[src/tws_pkg.sv]
// Package with constants and types for the two-wire EEPROM write slave.
package tws_pkg;

  // ==========================================================================
  // Timing
  // ==========================================================================
  localparam int unsigned CLK_MHZ = 125;
  localparam int unsigned PROG_TIME_MS = 5;
  localparam int unsigned PROG_CYCLES = PROG_TIME_MS * 1000 * CLK_MHZ;
  localparam int unsigned GLITCH_NS = 50;
  localparam int unsigned GLITCH_CYCLES = (GLITCH_NS * CLK_MHZ + 999) / 1000;

  // ==========================================================================
  // Address word layout
  // ==========================================================================
  localparam logic [3:0] DEV_TYPE_CODE = 4'ha;
  localparam int unsigned WORD_BITS = 8;
  localparam int unsigned ADDR_BITS = 15;
  localparam int unsigned PAGE_BITS = 6;
  localparam logic [14:0] ADDR_RST = 15'h0000;

  // ==========================================================================
  // Types
  // ==========================================================================
  typedef enum logic [5:0] {
    ST_IDLE = 6'h01,
    ST_DEV = 6'h02,
    ST_ADDR_HI = 6'h04,
    ST_ADDR_LO = 6'h08,
    ST_DATA = 6'h10,
    ST_READ = 6'h20
  } tws_state_t;

  typedef struct packed {
    logic start;
    logic stop;
    logic rise;
    logic fall;
  } tws_evt_t;

  typedef struct packed {
    logic valid;
    logic [14:0] addr;
    logic [7:0] data;
  } tws_wr_t;

endpackage : tws_pkg

[src/tws_line_sync.sv]
// Synchroniser, glitch filter and event detector for the serial pins.
`timescale 1ns/1ps

module tws_line_sync #(
  parameter int unsigned FILT = tws_pkg::GLITCH_CYCLES
) (
  input wire logic i_clk,
  input wire logic i_rstn,
  input wire logic i_scl,
  input wire logic i_sda,
  output logic o_scl,
  output logic o_sda,
  output tws_pkg::tws_evt_t o_evt
);

  initial begin
    if (FILT < 1 || FILT > 15) $error("FILT out of range");
  end

  // ==========================================================================
  // Two-stage synchronisers
  // ==========================================================================
  logic [1:0] scl_meta_r;
  logic [1:0] sda_meta_r;
  logic [3:0] scl_cnt_r;
  logic [3:0] sda_cnt_r;
  logic scl_r;
  logic sda_r;
  logic scl_nxt;
  logic sda_nxt;

  always_ff @(posedge i_clk or negedge i_rstn) begin
    if (!i_rstn) begin
      scl_meta_r <= 2'h3;
      sda_meta_r <= 2'h3;
    end else begin
      scl_meta_r <= {scl_meta_r[0], i_scl};
      sda_meta_r <= {sda_meta_r[0], i_sda};
    end
  end

  // ==========================================================================
  // Filters: a level must hold FILT+1 cycles before it is accepted
  // ==========================================================================
  assign scl_nxt = (scl_cnt_r == 4'(FILT)) ? scl_meta_r[1] : scl_r;
  assign sda_nxt = (sda_cnt_r == 4'(FILT)) ? sda_meta_r[1] : sda_r;

  always_ff @(posedge i_clk or negedge i_rstn) begin
    if (!i_rstn) begin
      scl_cnt_r <= 4'h0;
      sda_cnt_r <= 4'h0;
      scl_r <= 1'b1;
      sda_r <= 1'b1;
      o_evt <= '0;
    end else begin
      scl_cnt_r <= (scl_meta_r[1] == scl_r) ? 4'h0 : scl_cnt_r + 4'h1;
      sda_cnt_r <= (sda_meta_r[1] == sda_r) ? 4'h0 : sda_cnt_r + 4'h1;
      scl_r <= scl_nxt;
      sda_r <= sda_nxt;
      o_evt.start <= scl_r && scl_nxt && sda_r && !sda_nxt;
      o_evt.stop <= scl_r && scl_nxt && !sda_r && sda_nxt;
      o_evt.rise <= !scl_r && scl_nxt;
      o_evt.fall <= scl_r && !scl_nxt;
    end
  end

  assign o_scl = scl_r;
  assign o_sda = sda_r;

endmodule : tws_line_sync

[src/tws_slave.sv]
// Two-wire EEPROM target: addressing, byte and page write, program timer.
// ============================================================================
// How it works
// - Data changing while clock high is start/stop
// - Falling data, clock high, starts a command
// - Rising data, clock high, stops anywhere
// - Stop after a read returns to standby
// - Eight bits MSB first, ack on ninth
// - Standby at reset and after stop; after a write stop, only once the program timer ends
// - Start, nine clocks, start, stop resets protocol
// - Device word top nibble must be 1010
// - Next three bits match chip select pins
// - Low bit: one read, zero write
// - Ack on match, else release until start
// - Write protect high blocks all writes
// - Byte write: two address bytes, data, stop
// - Self-timed program after stop, inputs ignored
// - Program time counted from stop
// - Page write up to 64 bytes
// - Only low six address bits increment
// - In-page address wraps, overwriting earlier bytes
// - No address ack while programming
// - Sample on clock rise, drive after fall
// - Fifteen-bit word address, top bit ignored
// ============================================================================
`timescale 1ns/1ps

module tws_slave #(
  parameter int unsigned PROG_CYCLES = tws_pkg::PROG_CYCLES,
  parameter int unsigned PAGE_BYTES = 64
) (
  input wire logic i_clk,
  input wire logic i_rstn,
  input wire logic i_scl,
  input wire logic i_sda,
  output logic o_sda_oe,
  output logic o_sda_out,
  input wire logic i_chip_select_pin_high,
  input wire logic i_chip_select_pin_mid,
  input wire logic i_chip_select_pin_low,
  input wire logic i_write_protect,
  output tws_pkg::tws_wr_t o_mem_wr,
  output logic o_busy,
  output logic o_standby
);

  initial begin
    if (PROG_CYCLES < 1) $error("PROG_CYCLES must be positive");
    if (PAGE_BYTES != (1 << tws_pkg::PAGE_BITS)) $error("PAGE_BYTES bad");
  end

  // ==========================================================================
  // Pin conditioning
  // ==========================================================================
  logic scl_s;
  logic sda_s;
  tws_pkg::tws_evt_t evt;
  logic [2:0] cs_meta_r;
  logic [2:0] cs_r;
  logic [1:0] wp_meta_r;
  logic wp_r;

  tws_line_sync u_sync (
    .i_clk(i_clk),
    .i_rstn(i_rstn),
    .i_scl(i_scl),
    .i_sda(i_sda),
    .o_scl(scl_s),
    .o_sda(sda_s),
    .o_evt(evt)
  );

  always_ff @(posedge i_clk or negedge i_rstn) begin
    if (!i_rstn) begin
      cs_meta_r <= 3'h0;
      cs_r <= 3'h0;
      wp_meta_r <= 2'h0;
      wp_r <= 1'b0;
    end else begin
      cs_meta_r <= {i_chip_select_pin_high, i_chip_select_pin_mid,
                    i_chip_select_pin_low};
      cs_r <= cs_meta_r;
      wp_meta_r <= {wp_meta_r[0], i_write_protect};
      wp_r <= wp_meta_r[1];
    end
  end

  // ==========================================================================
  // State and shift registers
  // ==========================================================================
  tws_pkg::tws_state_t state_r;
  tws_pkg::tws_state_t state_nxt;
  logic [7:0] shift_r;
  logic [3:0] bit_r;
  logic ack_phase_r;
  logic ack_ok_r;
  logic [14:0] addr_r;
  logic wrote_r;
  logic [31:0] prog_cnt_r;
  logic busy_r;
  logic sda_oe_r;
  logic standby_r;
  logic sda_out_r;
  tws_pkg::tws_wr_t wr_r;

  // ==========================================================================
  // Decoding
  // ==========================================================================
  wire [7:0] word_in = {shift_r[6:0], sda_s};
  wire word_done = evt.rise && !ack_phase_r && (bit_r == 4'h7);
  wire dev_match = (word_in[7:4] == tws_pkg::DEV_TYPE_CODE)
                   && (word_in[3:1] == cs_r);
  wire is_read = word_in[0];
  wire dev_ack = dev_match && !busy_r;
  wire ack_end = evt.fall && ack_phase_r && (bit_r == 4'h1);
  wire [5:0] page_inc = addr_r[5:0] + 6'h01;
  wire [14:0] addr_next = {addr_r[14:6], page_inc};
  wire prog_done = busy_r && (prog_cnt_r == PROG_CYCLES - 1);

  // ==========================================================================
  // Next state on each received word
  // ==========================================================================
  always_comb begin
    state_nxt = state_r;
    case (state_r)
      tws_pkg::ST_IDLE: begin
        state_nxt = tws_pkg::ST_IDLE;
      end
      tws_pkg::ST_DEV: begin
        if (!dev_ack) begin
          state_nxt = tws_pkg::ST_IDLE;
        end else if (is_read) begin
          state_nxt = tws_pkg::ST_READ;
        end else begin
          state_nxt = tws_pkg::ST_ADDR_HI;
        end
      end
      tws_pkg::ST_ADDR_HI: begin
        state_nxt = tws_pkg::ST_ADDR_LO;
      end
      tws_pkg::ST_ADDR_LO: begin
        state_nxt = tws_pkg::ST_DATA;
      end
      tws_pkg::ST_DATA: begin
        state_nxt = tws_pkg::ST_DATA;
      end
      tws_pkg::ST_READ: begin
        state_nxt = tws_pkg::ST_READ;
      end
      default: begin
        state_nxt = tws_pkg::ST_IDLE;
      end
    endcase
  end

  // ==========================================================================
  // Protocol engine
  // ==========================================================================
  always_ff @(posedge i_clk or negedge i_rstn) begin
    if (!i_rstn) begin
      state_r <= tws_pkg::ST_IDLE;
      shift_r <= 8'h00;
      bit_r <= 4'h0;
      ack_phase_r <= 1'b0;
      ack_ok_r <= 1'b0;
      addr_r <= tws_pkg::ADDR_RST;
      wrote_r <= 1'b0;
    end else if (evt.start) begin
      state_r <= tws_pkg::ST_DEV;
      bit_r <= 4'h0;
      ack_phase_r <= 1'b0;
      ack_ok_r <= 1'b0;
      wrote_r <= 1'b0;
    end else if (evt.stop) begin
      state_r <= tws_pkg::ST_IDLE;
      bit_r <= 4'h0;
      ack_phase_r <= 1'b0;
      ack_ok_r <= 1'b0;
    end else if (state_r != tws_pkg::ST_IDLE &&
                 (state_r != tws_pkg::ST_READ || ack_phase_r)) begin
      if (evt.rise && !ack_phase_r) begin
        shift_r <= word_in;
        bit_r <= bit_r + 4'h1;
      end
      if (word_done) begin
        state_r <= state_nxt;
        ack_phase_r <= 1'b1;
        bit_r <= 4'h0;
        ack_ok_r <= (state_r != tws_pkg::ST_DEV) || dev_ack;
        if (state_r == tws_pkg::ST_ADDR_HI) begin
          addr_r[14:8] <= word_in[6:0];
        end
        if (state_r == tws_pkg::ST_ADDR_LO) begin
          addr_r[7:0] <= word_in;
        end
        if (state_r == tws_pkg::ST_DATA && !wp_r) begin
          wrote_r <= 1'b1;
        end
      end
      if (evt.fall && ack_phase_r && bit_r == 4'h0) begin
        bit_r <= 4'h1;
      end
      if (ack_end) begin
        ack_phase_r <= 1'b0;
        ack_ok_r <= 1'b0;
        bit_r <= 4'h0;
      end
      if (wr_r.valid) begin
        addr_r <= addr_next;
      end
    end
  end

  // ==========================================================================
  // Array write strobe, program timer and acknowledge driver
  // ==========================================================================
  always_ff @(posedge i_clk or negedge i_rstn) begin
    if (!i_rstn) begin
      wr_r <= '0;
      busy_r <= 1'b0;
      prog_cnt_r <= 32'h0;
      sda_oe_r <= 1'b0;
      standby_r <= 1'b1;
      sda_out_r <= 1'b0;
    end else begin
      wr_r.valid <= word_done && state_r == tws_pkg::ST_DATA && !wp_r
                    && !evt.start && !evt.stop;
      wr_r.addr <= addr_r;
      wr_r.data <= word_in;
      standby_r <= (state_r == tws_pkg::ST_IDLE) && !busy_r;
      sda_out_r <= 1'b0;
      if (evt.stop && wrote_r && !busy_r) begin
        busy_r <= 1'b1;
        prog_cnt_r <= 32'h0;
      end else if (prog_done) begin
        busy_r <= 1'b0;
      end else if (busy_r) begin
        prog_cnt_r <= prog_cnt_r + 32'h1;
      end
      if (evt.start || evt.stop) begin
        sda_oe_r <= 1'b0;
      end else if (evt.fall) begin
        sda_oe_r <= ack_phase_r && ack_ok_r && bit_r == 4'h0;
      end else if (ack_end) begin
        sda_oe_r <= 1'b0;
      end
    end
  end

  assign o_sda_oe = sda_oe_r;
  assign o_sda_out = sda_out_r;
  assign o_mem_wr = wr_r;
  assign o_busy = busy_r;
  assign o_standby = standby_r;

endmodule : tws_slave

[config.mk]
export PLATFORM = sky130hd
export DESIGN_NAME = tws_slave
export DESIGN_NICKNAME = d
export VERILOG_FILES = /design/src/tws_pkg.sv /design/src/tws_line_sync.sv /design/src/tws_slave.sv
export SDC_FILE = /design/constraint.sdc
export NUM_CORES = 1
export LEC_CHECK = 0
export BUFFER_PORTS_ARGS = -buffer_cell sky130_fd_sc_hd__buf_2
export CORE_MARGIN = 2
export CORE_UTILIZATION = 62
export CTS_BUF_LIST = sky130_fd_sc_hd__clkbuf_2 sky130_fd_sc_hd__clkbuf_4 sky130_fd_sc_hd__clkbuf_8
export DETAILED_ROUTE_END_ITERATION = 10
export PLACE_DENSITY = 0.81
export SYNTH_ARGS = -nofsm -noshare
export SYNTH_HDL_FRONTEND = slang
export SYNTH_SLANG_ARGS = --single-unit
[constraint.sdc]
create_clock -name i_clk -period 2.72 [get_ports i_clk]
set_input_delay 0.272 -clock i_clk [delete_from_list [all_inputs] [get_ports i_clk]]
set_output_delay 0.272 -clock i_clk [all_outputs]
set_load 0.005 [all_outputs]
After elaboration in Yosys (flattened, before gate mapping)
Cells that the tools add are included.
{"block": "word_totals", "register_bits": 121, "out_inout_bits": 28, "elab_cells": 163}
{"block": "op_classes", "addsub": 5, "n_eq_ne": 20, "n_mux": 44, "bitwise_logic": 3, "reduce_logical": 61}
{"op": "32-bit 2-to-1 mux", "n": 3}
{"op": "6-bit 2-to-1 mux", "n": 9}
{"op": "4-bit 2-to-1 mux", "n": 9}
{"op": "32-bit by 1-bit adder with 32-bit output, second input constant", "n": 1}
{"op": "32-bit by 20-bit equality test with 1-bit output, second input constant", "n": 1}
{"op": "1-bit logical AND", "n": 26}
{"op": "6-bit one-hot mux with 4 select lines", "n": 1}
{"op": "1-bit 2-to-1 mux", "n": 22}
{"op": "2-bit nonzero test", "n": 7}
{"op": "4-bit by 1-bit adder with 4-bit output, second input constant", "n": 3}
{"op": "4-bit by 3-bit equality test with 1-bit output, second input constant", "n": 3}
{"op": "6-bit AND reduction", "n": 2}
{"op": "1-bit zero test", "n": 9}
{"op": "3-bit nonzero test", "n": 3}
{"op": "2-bit AND reduction", "n": 4}
{"op": "4-bit AND reduction", "n": 2}
{"op": "6-bit by 1-bit adder with 6-bit output, second input constant", "n": 1}
{"op": "6-bit by 1-bit equality test with 1-bit output, second input constant", "n": 1}
{"op": "6-bit by 2-bit equality test with 1-bit output, second input constant", "n": 1}
{"op": "6-bit by 3-bit equality test with 1-bit output, second input constant", "n": 1}
{"op": "6-bit by 4-bit equality test with 1-bit output, second input constant", "n": 1}
{"op": "6-bit by 5-bit equality test with 1-bit output, second input constant", "n": 1}
{"op": "6-bit equality test, second input constant", "n": 1}
{"op": "6-bit by 1-bit inequality test with 1-bit output, second input constant", "n": 1}
{"op": "14 further kinds", "n": 20}

Logic depth before layout (Yosys ltp)
Gate-level depths: netlist (run 1).
{"block": "logic_depth", "word_depth": 9, "depth_mapped": 8, "ltp_nobuf": 6}

Cells and area by module
Synthesis (run 1) repeated with hierarchy kept, for this count alone.
{"block": "unflattened", "hier_cells": 455, "area_unflattened_um2": 5288.8}
{"mod": "tws_slave", "n_inst": 1, "cells_per_inst": 407, "area_each_um2": 4601.9}
{"mod": "tws_line_sync", "n_inst": 1, "cells_per_inst": 48, "area_each_um2": 686.9}

Worst setup path before layout (run 1)
No wires, ideal clock.
{"block": "synth_path", "path_type": "reg2reg", "startpoint": "register state_r[0]", "endpoint": "register addr_r[10]", "arrival_time_ns": 1.958, "setup_slack_ns": 0.637, "path_stages_with_launch": 8, "path_buffers": 2, "synth_period_minus_slack_ns": 2.083, "cell_sequence": "dfstp_2 > or3b_1 > a21oi_4 > nand2b_4 > buf_6 > or4_4 > buf_6 > mux2_4"}
{"block": "synth_between", "elab_chain_cells": 4}
{"item": "start, declared", "line_no": "tws_slave.sv:91", "source": "tws_pkg::tws_state_t state_r;"}
{"item": "start signal, assigned", "line_no": "tws_slave.sv:161", "source": "state_r <= tws_pkg::ST_IDLE;"}
{"item": "start signal, assigned", "line_no": "tws_slave.sv:169", "source": "state_r <= tws_pkg::ST_DEV;"}
{"item": "start signal, assigned", "line_no": "tws_slave.sv:175", "source": "state_r <= tws_pkg::ST_IDLE;"}
{"item": "6-bit inequality test", "line_no": "tws_slave.sv:180", "source": "(state_r != tws_pkg::ST_READ || ack_phase_r)) begin"}
{"item": "1-bit logical OR", "line_no": "tws_slave.sv:180"}
{"item": "1-bit logical AND", "line_no": "tws_slave.sv:179", "source": "end else if (state_r != tws_pkg::ST_IDLE &&"}
{"item": "6-bit AND reduction (no source line) (*)"}
{"item": "end signal, assigned", "line_no": "tws_slave.sv:166", "source": "addr_r <= tws_pkg::ADDR_RST;"}
{"item": "end signal, assigned", "line_no": "tws_slave.sv:191", "source": "addr_r[14:8] <= word_in[6:0];"}
{"item": "end signal, assigned", "line_no": "tws_slave.sv:209", "source": "addr_r <= addr_next;"}
{"item": "end, declared", "line_no": "tws_slave.sv:97", "source": "logic [14:0] addr_r;"}
Mark *: on every way between the ends. The rest lies on a longest branch, timed or not.
A chain may end at the register's enable or synchronous reset.

Worst setup path in the final report (run 1)
{"block": "layout_path", "startpoint": "register state_r[1]", "endpoint": "register shift_r[1]"}
{"block": "layout_between", "elab_chain_cells": 4}
{"item": "6-bit inequality test", "line_no": "tws_slave.sv:180"}
{"item": "1-bit logical OR", "line_no": "tws_slave.sv:180"}
{"item": "1-bit logical AND (*)", "line_no": "tws_slave.sv:179"}
{"item": "4-bit AND reduction (no source line) (*)"}
{"item": "end signal, assigned", "line_no": "tws_slave.sv:182", "source": "shift_r <= word_in;"}
{"item": "end, declared", "line_no": "tws_slave.sv:93", "source": "logic [7:0] shift_r;"}
Marked as above.

==> summary.txt, run 1 <==
Synth
  – Yosys reg bits: 121
  – Xor/xnor share of the synthesized area: between 5 and 6%
  – Mapped Area: approximately 0.0053 mm^2
  – Synth Flop Type: dfrtp_1
  – Yosys top cell by area: dfrtp_1
  – Avg Cell Area, Syn: 11.6 um^2
  – Post-synth EDFFs: 0
  – Yosys cell types: 59
  – Register area share after synthesis: between 50% and 60%
  – Synth Area in Simple Gates: 21.4%
  – Yosys warns: 0
  – Main combinational cell family by area after synthesis: simple AND/OR/NAND/NOR gates
  – Multiplexer share of the synthesized area: between 5 and 6%
  – Synthesized instance count: 458
  – Adder-Cell Fraction of Synth Area: 1.65%
  – Fraction of registers with async set/reset: 100%
  – Synth top area share: between 50% and 60%
  – Synth area leaders: dfrtp_1 53%, xnor2_1 4.4%, dfstp_2 4.0%
  – Complex-gate fraction of the synthesized area: approximately 5.6%
  – Syn_nets: ~470

Timing
  – Setup violators final: 0
  – Post-route clock period utilization: 81.2%
  – Setup slack after layout: 512 ps
  – Final hold violation count: 0
  – Post-layout minimum cycle time: around 2200 ps
  – Max-slew headroom: roughly 46%
  – Clock skew: 9.63 ps
  – Worst Tran Pin Value: 801 ps
  – Final TNS setup: 0 ps
  – Max-slew violations: 0
  – RSZ-0062 raised after global routing: no
  – FMAX: 0.453 GHz

Die
  – I/O Pins: 36
  – Number of placement rows: 33
  – Core area: 0.00826 mm^2
  – Chip Width: 96.6 um
  – Initial Util: 64.4%
  – Die Area: 0.00933 mm^2
  – Die Span Y: 96.6 um

Placement
  – Post-DP HPWL: 6700 um
  – Port bufs: 34
  – Pre-CTS setup slack: 583 ps
  – Final RePlAce weighted congestion: 0.888

Detailed routing
  – Routed wire length per instance: 16.4 um
  – Antenna Nets Post-Route: 0
  – Vias per Instance: around 5.9
  – Detailed Route WL: 10200 um
  – Iter 0 DRT Violations: 229
  – Residual DRC: 0
  – Vias: between 3k and 4k
  – Router iterations before antenna repair: 4

Min path
  – Hold/Removal Path Class: input port to async pin

Worst setup path
  – WP depth: 5
  – Flop-to-flop setup slack: 510 ps
  – Crit path launch: state_r[1]
  – Worst path arrival time: 2500 ps
  – Worst setup path end: shift_r[1]
  – CP top delay family: simple AND/OR/NAND/NOR gates
  – Required @ worst endpoint: ~3000 ps
  – Worst reg2reg path startpoint: state_r[1]
  – CP max-delay cell: or4_4
  – WS Path Type: flip-flop to flip-flop
  – Critical-path cell list: or4_4 > a21oi_4 > nor2_1 > nand2_1 > mux2_2
  – Reg2reg path depth: 5
  – Max stage delay on crit path: 590 ps
  – Critical path launch point type: flip-flop
  – WP buf/inv: 0
  – Reg2reg end: shift_r[1]
  – Peak fanout along the critical path: 9
  – CP endpoint kind: flip-flop

Final layout
  – Fin nets: 521
  – FF/Latch Area: just over 0.003 mm^2
  – Antenna cells: 0
  – Area Growth Syn to Fin: 14.2%
  – Layout cells sized above 1: ~22%
  – # fillers: 569
  – Multi-input logic area: 0.00214 mm^2

CTS
  – Clk root buf: clkbuf_8
  – CTS tree: built
  – CTS max path bufs: 2
  – H-tree lvl count: 4
  – CTS resizes: 0
  – Latest clock arrival within the worst-skew pair: 420 ps
  – Total CTS buffers: 17
  – CTS Sinks: 121
  – Clock transition at the registers of the reported paths: 70 ps

Global routing
  – Initial antenna violation count: 0
  – Number of global-route vias before repair: approximately 3.6k
  – Largest net degree at the start of global routing: between 90 and 100
  – Total gr overflow: 0
  – GRT Overall Usage: 24.3%
  – First-pass GRT wire length: 17300 um

Power
  – P_leak: 2.83 nW
  – Worst-case vdd ir drop: 0.386 mV
  – Pwr/cell area: 639 mW/mm^2

Outcome
  – Status: complete, no violations

Run
  – Max-cap viol count: 0
-- repair_timing --
item / 4_1_cts / 5_1_grt
setup buffers: 0 / 0
hold buffers: 7 / 0
hold endpoints to repair: 31 / 0
-- flip-flops by register name, summed over array words and instances (netlist names), 4 cells and up --
register and flops:
prog_cnt_r 32, o_mem_wr 24, state_r 6, addr_r 15
u_sync.sda_cnt_r 4, shift_r 7, bit_r 4, u_sync.scl_cnt_r 4
u_sync.o_evt 4
-- cells in the final DEF (no fill, tap or decap), types with 6 or more instances in the layout --
| cell | n |
|---|---|
| nor3_1 | 13 |
| dlygate4sd3_1 | 7 |
| or4_1 | 6 |
| nor3b_1 | 7 |
| xnor2_1 | 27 |
| dfrtp_1 | 113 |
| mux2_4 | 7 |
| inv_1 | 11 |
| xor2_1 | 8 |
| dfstp_2 | 8 |
| and3_1 | 7 |
| o21ai_0 | 9 |
| buf_2 | 33 |
| nor4_2 | 7 |
| nand2_1 | 27 |
| nor2_1 | 51 |
| clkbuf_8 | 19 |
| nand4_1 | 12 |
| nor4_1 | 11 |
| mux2_2 | 11 |
| a21oi_1 | 7 |
| nand3_1 | 22 |
| ha_1 | 7 |
-- cell type report --
type                            count  area share [%]
Clock inverter                     13            2.74
Timing Repair Buffer               46            4.82
Sequential cell                   121            50.1
Inverter                           11           0.680
Clock buffer                       19            4.31
Tap cell                          105            2.16
Multi-Input combinational cell    309            35.2
-- worst min-delay path by stage --
stage,slack [ps],to
global placement,200,o_mem_wr[19]
CTS,280,o_mem_wr[4]
global route,330,o_mem_wr[4]
finish,300,o_mem_wr[4]
floorplan,-20,ack_ok_r
detailed placement,200,o_mem_wr[4]
-- per-layer routing --
layer,share of wire [%],GRT usage (%),vias up
li1,-,-,1730
met1,42,31.3,1816
met4,3.7,14.2,0
met2,49,38.0,120
met3,4.8,5.74,36
met5,0,0,-
-- cell usage after synthesis (3+ instances only) --
library cell / n
o211ai_1: 3
o31ai_1: 3
xnor2_1: 27
nand2_1: 27
xor2_1: 8
nor4_1: 11
nor4b_1: 3
clkbuf_1: 9
a31o_2: 3
nand2b_1: 5
ha_1: 7
nor2_1: 51
or3_1: 5
nor2b_1: 3
nand4_1: 12
nand3_1: 22
inv_1: 11
mux2_2: 11
buf_6: 3
or4_1: 6
nor3b_1: 7
o21ai_0: 9
a21oi_1: 7
buf_2: 3
o22ai_1: 3
mux2_4: 7
dfrtp_1: 113
and3_1: 7
mux2i_1: 5
nor4_2: 7
nand3b_1: 4
nor3_1: 13
a21o_1: 3
dfstp_2: 8
-- through the flow --
| step | std cells | instance area [um^2] | hold slack [ps] | total power, mW | util, % |
|---|---|---|---|---|---|
| 2_1_floorplan | 458 | 5320 | -23.6 | 2.11 | - |
| 3_3_place_gp | 585 | 5570 | 198 | 2.18 | 67.5 |
| 3_5_place_dp | 585 | 5570 | 205 | 2.21 | 67.5 |
| 4_1_cts | 624 | 6070 | 284 | 3.91 | 73.5 |
| 5_1_grt | 624 | 6070 | 329 | 4.02 | 73.5 |
| 6_report | 624 | 6070 | 300 | 3.88 | 73.5 |
-- where the power goes --
group	leakage, nW	internal (mW)	switching, mW
Clock	0.209	0.963	0.728
Combinational	0.985	0.103	0.120
Sequential	1.64	1.88	0.0792
Total	2.83	2.95	0.927
-- cell families after synthesis --
family | count (synthesis)
compound gates | 43
xor+xnor | 35
fa+ha+maj | 7
buf+inv | 28
flops | 121
mux | 25
other cells | 1
simple gates | 198
-- worst register-to-register path, cell delays in order (launching register included) --
cell and delay, ps:
dfrtp_1 450, or4_4 590, a21oi_4 250, nor2_1 150, nand2_1 270, mux2_2 380
Note: power is estimated with default switching activity, not from simulation.
==> inputs of run 2 (changes only) <==
- clock period: 2.72 -> 2.3 ns (I/O delays scaled with it)
==> run 2 against run 1 <==
Net effect: critical path depth did not move; highest routed layer unchanged; sequential power is 18% higher; routed wire length is 0.18% lower; critical path type unchanged.
==> summary.txt, run 2 (synthesis gave the netlist of run 1 again) <==
Worst setup path
  – Worst path arrival time: 2490 ps (about the same)
  – Required @ worst endpoint: 2620 ps (-400 ps)
  – CP max-delay cell: or4_4
  – Reg2reg end: shift_r[0]
  – CP endpoint kind: flip-flop
  – Worst reg2reg path startpoint: state_r[1]
  – Critical-path cell list: or4_4 > a21oi_4 > nor2_1 > nand2_1 > mux2_2
  – WP buf/inv: 0 (unchanged)
  – Critical path launch point type: flip-flop
  – Reg2reg path depth: 5 (unchanged)
  – Max stage delay on crit path: 580 ps (about the same)
  – Flop-to-flop setup slack: 120 ps (-390 ps)
  – WS Path Type: flip-flop to flip-flop
  – Peak fanout along the critical path: 9 (unchanged)
  – CP top delay family: simple AND/OR/NAND/NOR gates

Timing
  – Final TNS setup: 0 ps (unchanged)
  – Worst Hold Slack: 319 ps (+19.5 ps)
  – FMAX: 0.460 GHz (+1.5%)
  – Worst Tran Pin Value: 743 ps (-58.3 ps)
  – Clock skew: 10.4 ps (+0.749 ps)
  – Post-route clock period utilization: 94.6% (+13 points)
  – Setup violators final: 0 (unchanged)
  – RSZ-0062 raised after global routing: no
  – Max-slew headroom: 50.1% (+3.9 points)
  – Post-layout minimum cycle time: 2180 ps (-32.5 ps)
  – Final hold violation count: 0 (unchanged)
  – Max-slew violations: 0 (unchanged)

CTS
  – CTS max path bufs: 2 (unchanged)
  – Clk root buf: clkbuf_8
  – Post-CTS setup buffers: 0 (unchanged)
  – CTS Sinks: 121 (unchanged)
  – CTS tree: built
  – Clock transition at the registers of the reported paths: 80 ps (about the same)
  – H-tree lvl count: 4 (unchanged)
  – Total CTS buffers: 17 (unchanged)
  – Latest clock arrival within the worst-skew pair: 440 ps (+20 ps)

Detailed routing
  – Residual DRC: 0 (unchanged)
  – WL met1: 4370 um (+1.1%)
  – Routed wl met3: 468 um (-5.1%)
  – Antenna Nets Post-Route: 0 (unchanged)
  – Vias: 3696 (-0.16%)
  – Routed wire length per instance: 16.3 um (-0.65%)
  – Iter 0 DRT Violations: 183 (-20%)
  – Vias per Instance: 5.89 (-0.64%)
  – Detailed Route WL: 10200 um (-0.18%)
  – Router iterations before antenna repair: 5 (+1)
  – WL met2: 5260 um (+4.3%)
  – Top layer in use: met4

Placement
  – Final RePlAce weighted congestion: 0.900 (+1.4%)
  – Placed insts: 588 (+0.51%)
  – Post-DP HPWL: 6670 um (-0.49%)
  – Port bufs: 34 (unchanged)
  – Area after DPL: 0.00559 mm^2 (+0.40%)

Power
  – Worst-case vdd ir drop: 0.468 mV (+21%)
  – Pwr/cell area: 758 mW/mm^2 (+19%)
  – P_leak: 2.85 nW (+0.76%)

Final layout
  – Largest register FFs: 32 (unchanged)
  – Fin area: 0.00610 mm^2 (+0.54%)
  – Antenna cells: 0 (unchanged)
  – # fillers: 575 (+1.1%)
  – Most frequent cells in the layout: 113 x dfrtp_1, 51 x nor2_1, 33 x buf_2
  – Most common cell after layout, fill and taps aside: dfrtp_1
  – Layout cells sized above 1: 23.0% (+0.64 points)
  – Final Non-Filler Cells: 627 (+0.48%)
  – Area Growth Syn to Fin: 14.8%
  – Fin nets: 524 (+0.58%)
  – Most flops, register: prog_cnt_r

Die
  – Number of placement rows: 33 (unchanged)
  – Chip Width: 96.6 um (unchanged)
  – I/O Pins: 36 (unchanged)
  – Initial Util: 64.4% (unchanged)
  – Die Area: 0.00933 mm^2 (unchanged)
  – Die Span Y: 96.6 um (unchanged)
  – Core area: 0.00826 mm^2 (unchanged)

Global routing
  – First-pass GRT wire length: 17100 um (-1.0%)
  – Initial antenna violation count: 0 (unchanged)
  – GRT Overall Usage: 24.5% (+0.17 points)
  – Total gr overflow: 0 (unchanged)
  – Largest net degree at the start of global routing: 48 (-50%)
  – Number of global-route vias before repair: 3671 (+1.0%)

Min path
  – Hold/Removal Path Class: input port to async pin

Outcome
  – Status: complete, no violations

Run
  – Max-cap viol count: 0 (unchanged)
## run 2: cell types whose count changed in the layout (fill, tap and decap cells not counted)
cell and delta:
buf_4 +3, clkinvlp_4 -1, clkinv_4 +1, inv_8 +1
or4_4 +1, inv_6 +2, or4_1 -1, clkinv_2 -2
clkbuf_8 -1
## run 2: how the worst max path moves through the flow
| stage | endpoint | slack (ps) | cells after the start | from |
|---|---|---|---|---|
| floorplan | addr_r[10] | 220 | 7 | state_r[0] |
| global placement | shift_r[3] | 240 | 5 | state_r[1] |
| detailed placement | shift_r[6] | 150 | 5 | state_r[1] |
| CTS | prog_cnt_r[31] | 130 | 5 | prog_cnt_r[5] |
| global route | shift_r[1] | 30 | 5 | state_r[1] |
| finish | shift_r[0] | 120 | 5 | state_r[1] |
## run 2: layer usage
layer	track usage, %	vias up
li1	-	1740
met4	9.15	0
met3	6.28	14
met2	41.6	107
met5	0	-
met1	30.4	1835
## run 2: worst reg2reg max path: cells and delay by family, from the launching register on
kind	cells	cell delay (ps)
muxes	1	380
AOI/OAI and AO/OA	1	240
DFF	1	430
and+or+nand+nor	3	1010
## run 2: final cells by class
class | count | area (um^2) | area share [%]
tap | 105 | 131 | 2.15
multi-input combinational | 309 | 2140 | 35.1
clock buffer | 18 | 248 | 4.06
timing repair buffer | 49 | 315 | 5.17
inverter | 11 | 41.3 | 0.677
sequential | 121 | 3040 | 49.8
clock inverter | 14 | 186 | 3.06
## run 2: timing repair
item / 4_1_cts / 5_1_grt
setup endpoints to repair: 0 / 1
resized for setup: 0 / 1
endpoints found under the hold margin: 46 / 0
hold buffers: 7 / 0
## run 2: where the power goes
group	switching, mW	leakage, nW	internal [mW]	total [mW]
registers	0.0890	1.64	2.23	2.32
clock network	0.923	0.213	1.13	2.05
logic	0.134	1.00	0.121	0.254
total	1.15	2.85	3.48	4.62
## run 2: through the flow
| step | worst slack [ps] | util (%) | total power, mW |
|---|---|---|---|
| floorplan | 217 | - | 2.49 |
| global placement | 235 | 67.7 | 2.59 |
| detailed placement | 152 | 67.7 | 2.60 |
| CTS | 135 | 73.8 | 4.66 |
| global route | 28.5 | 73.9 | 4.79 |
| finish | 125 | 73.9 | 4.62 |
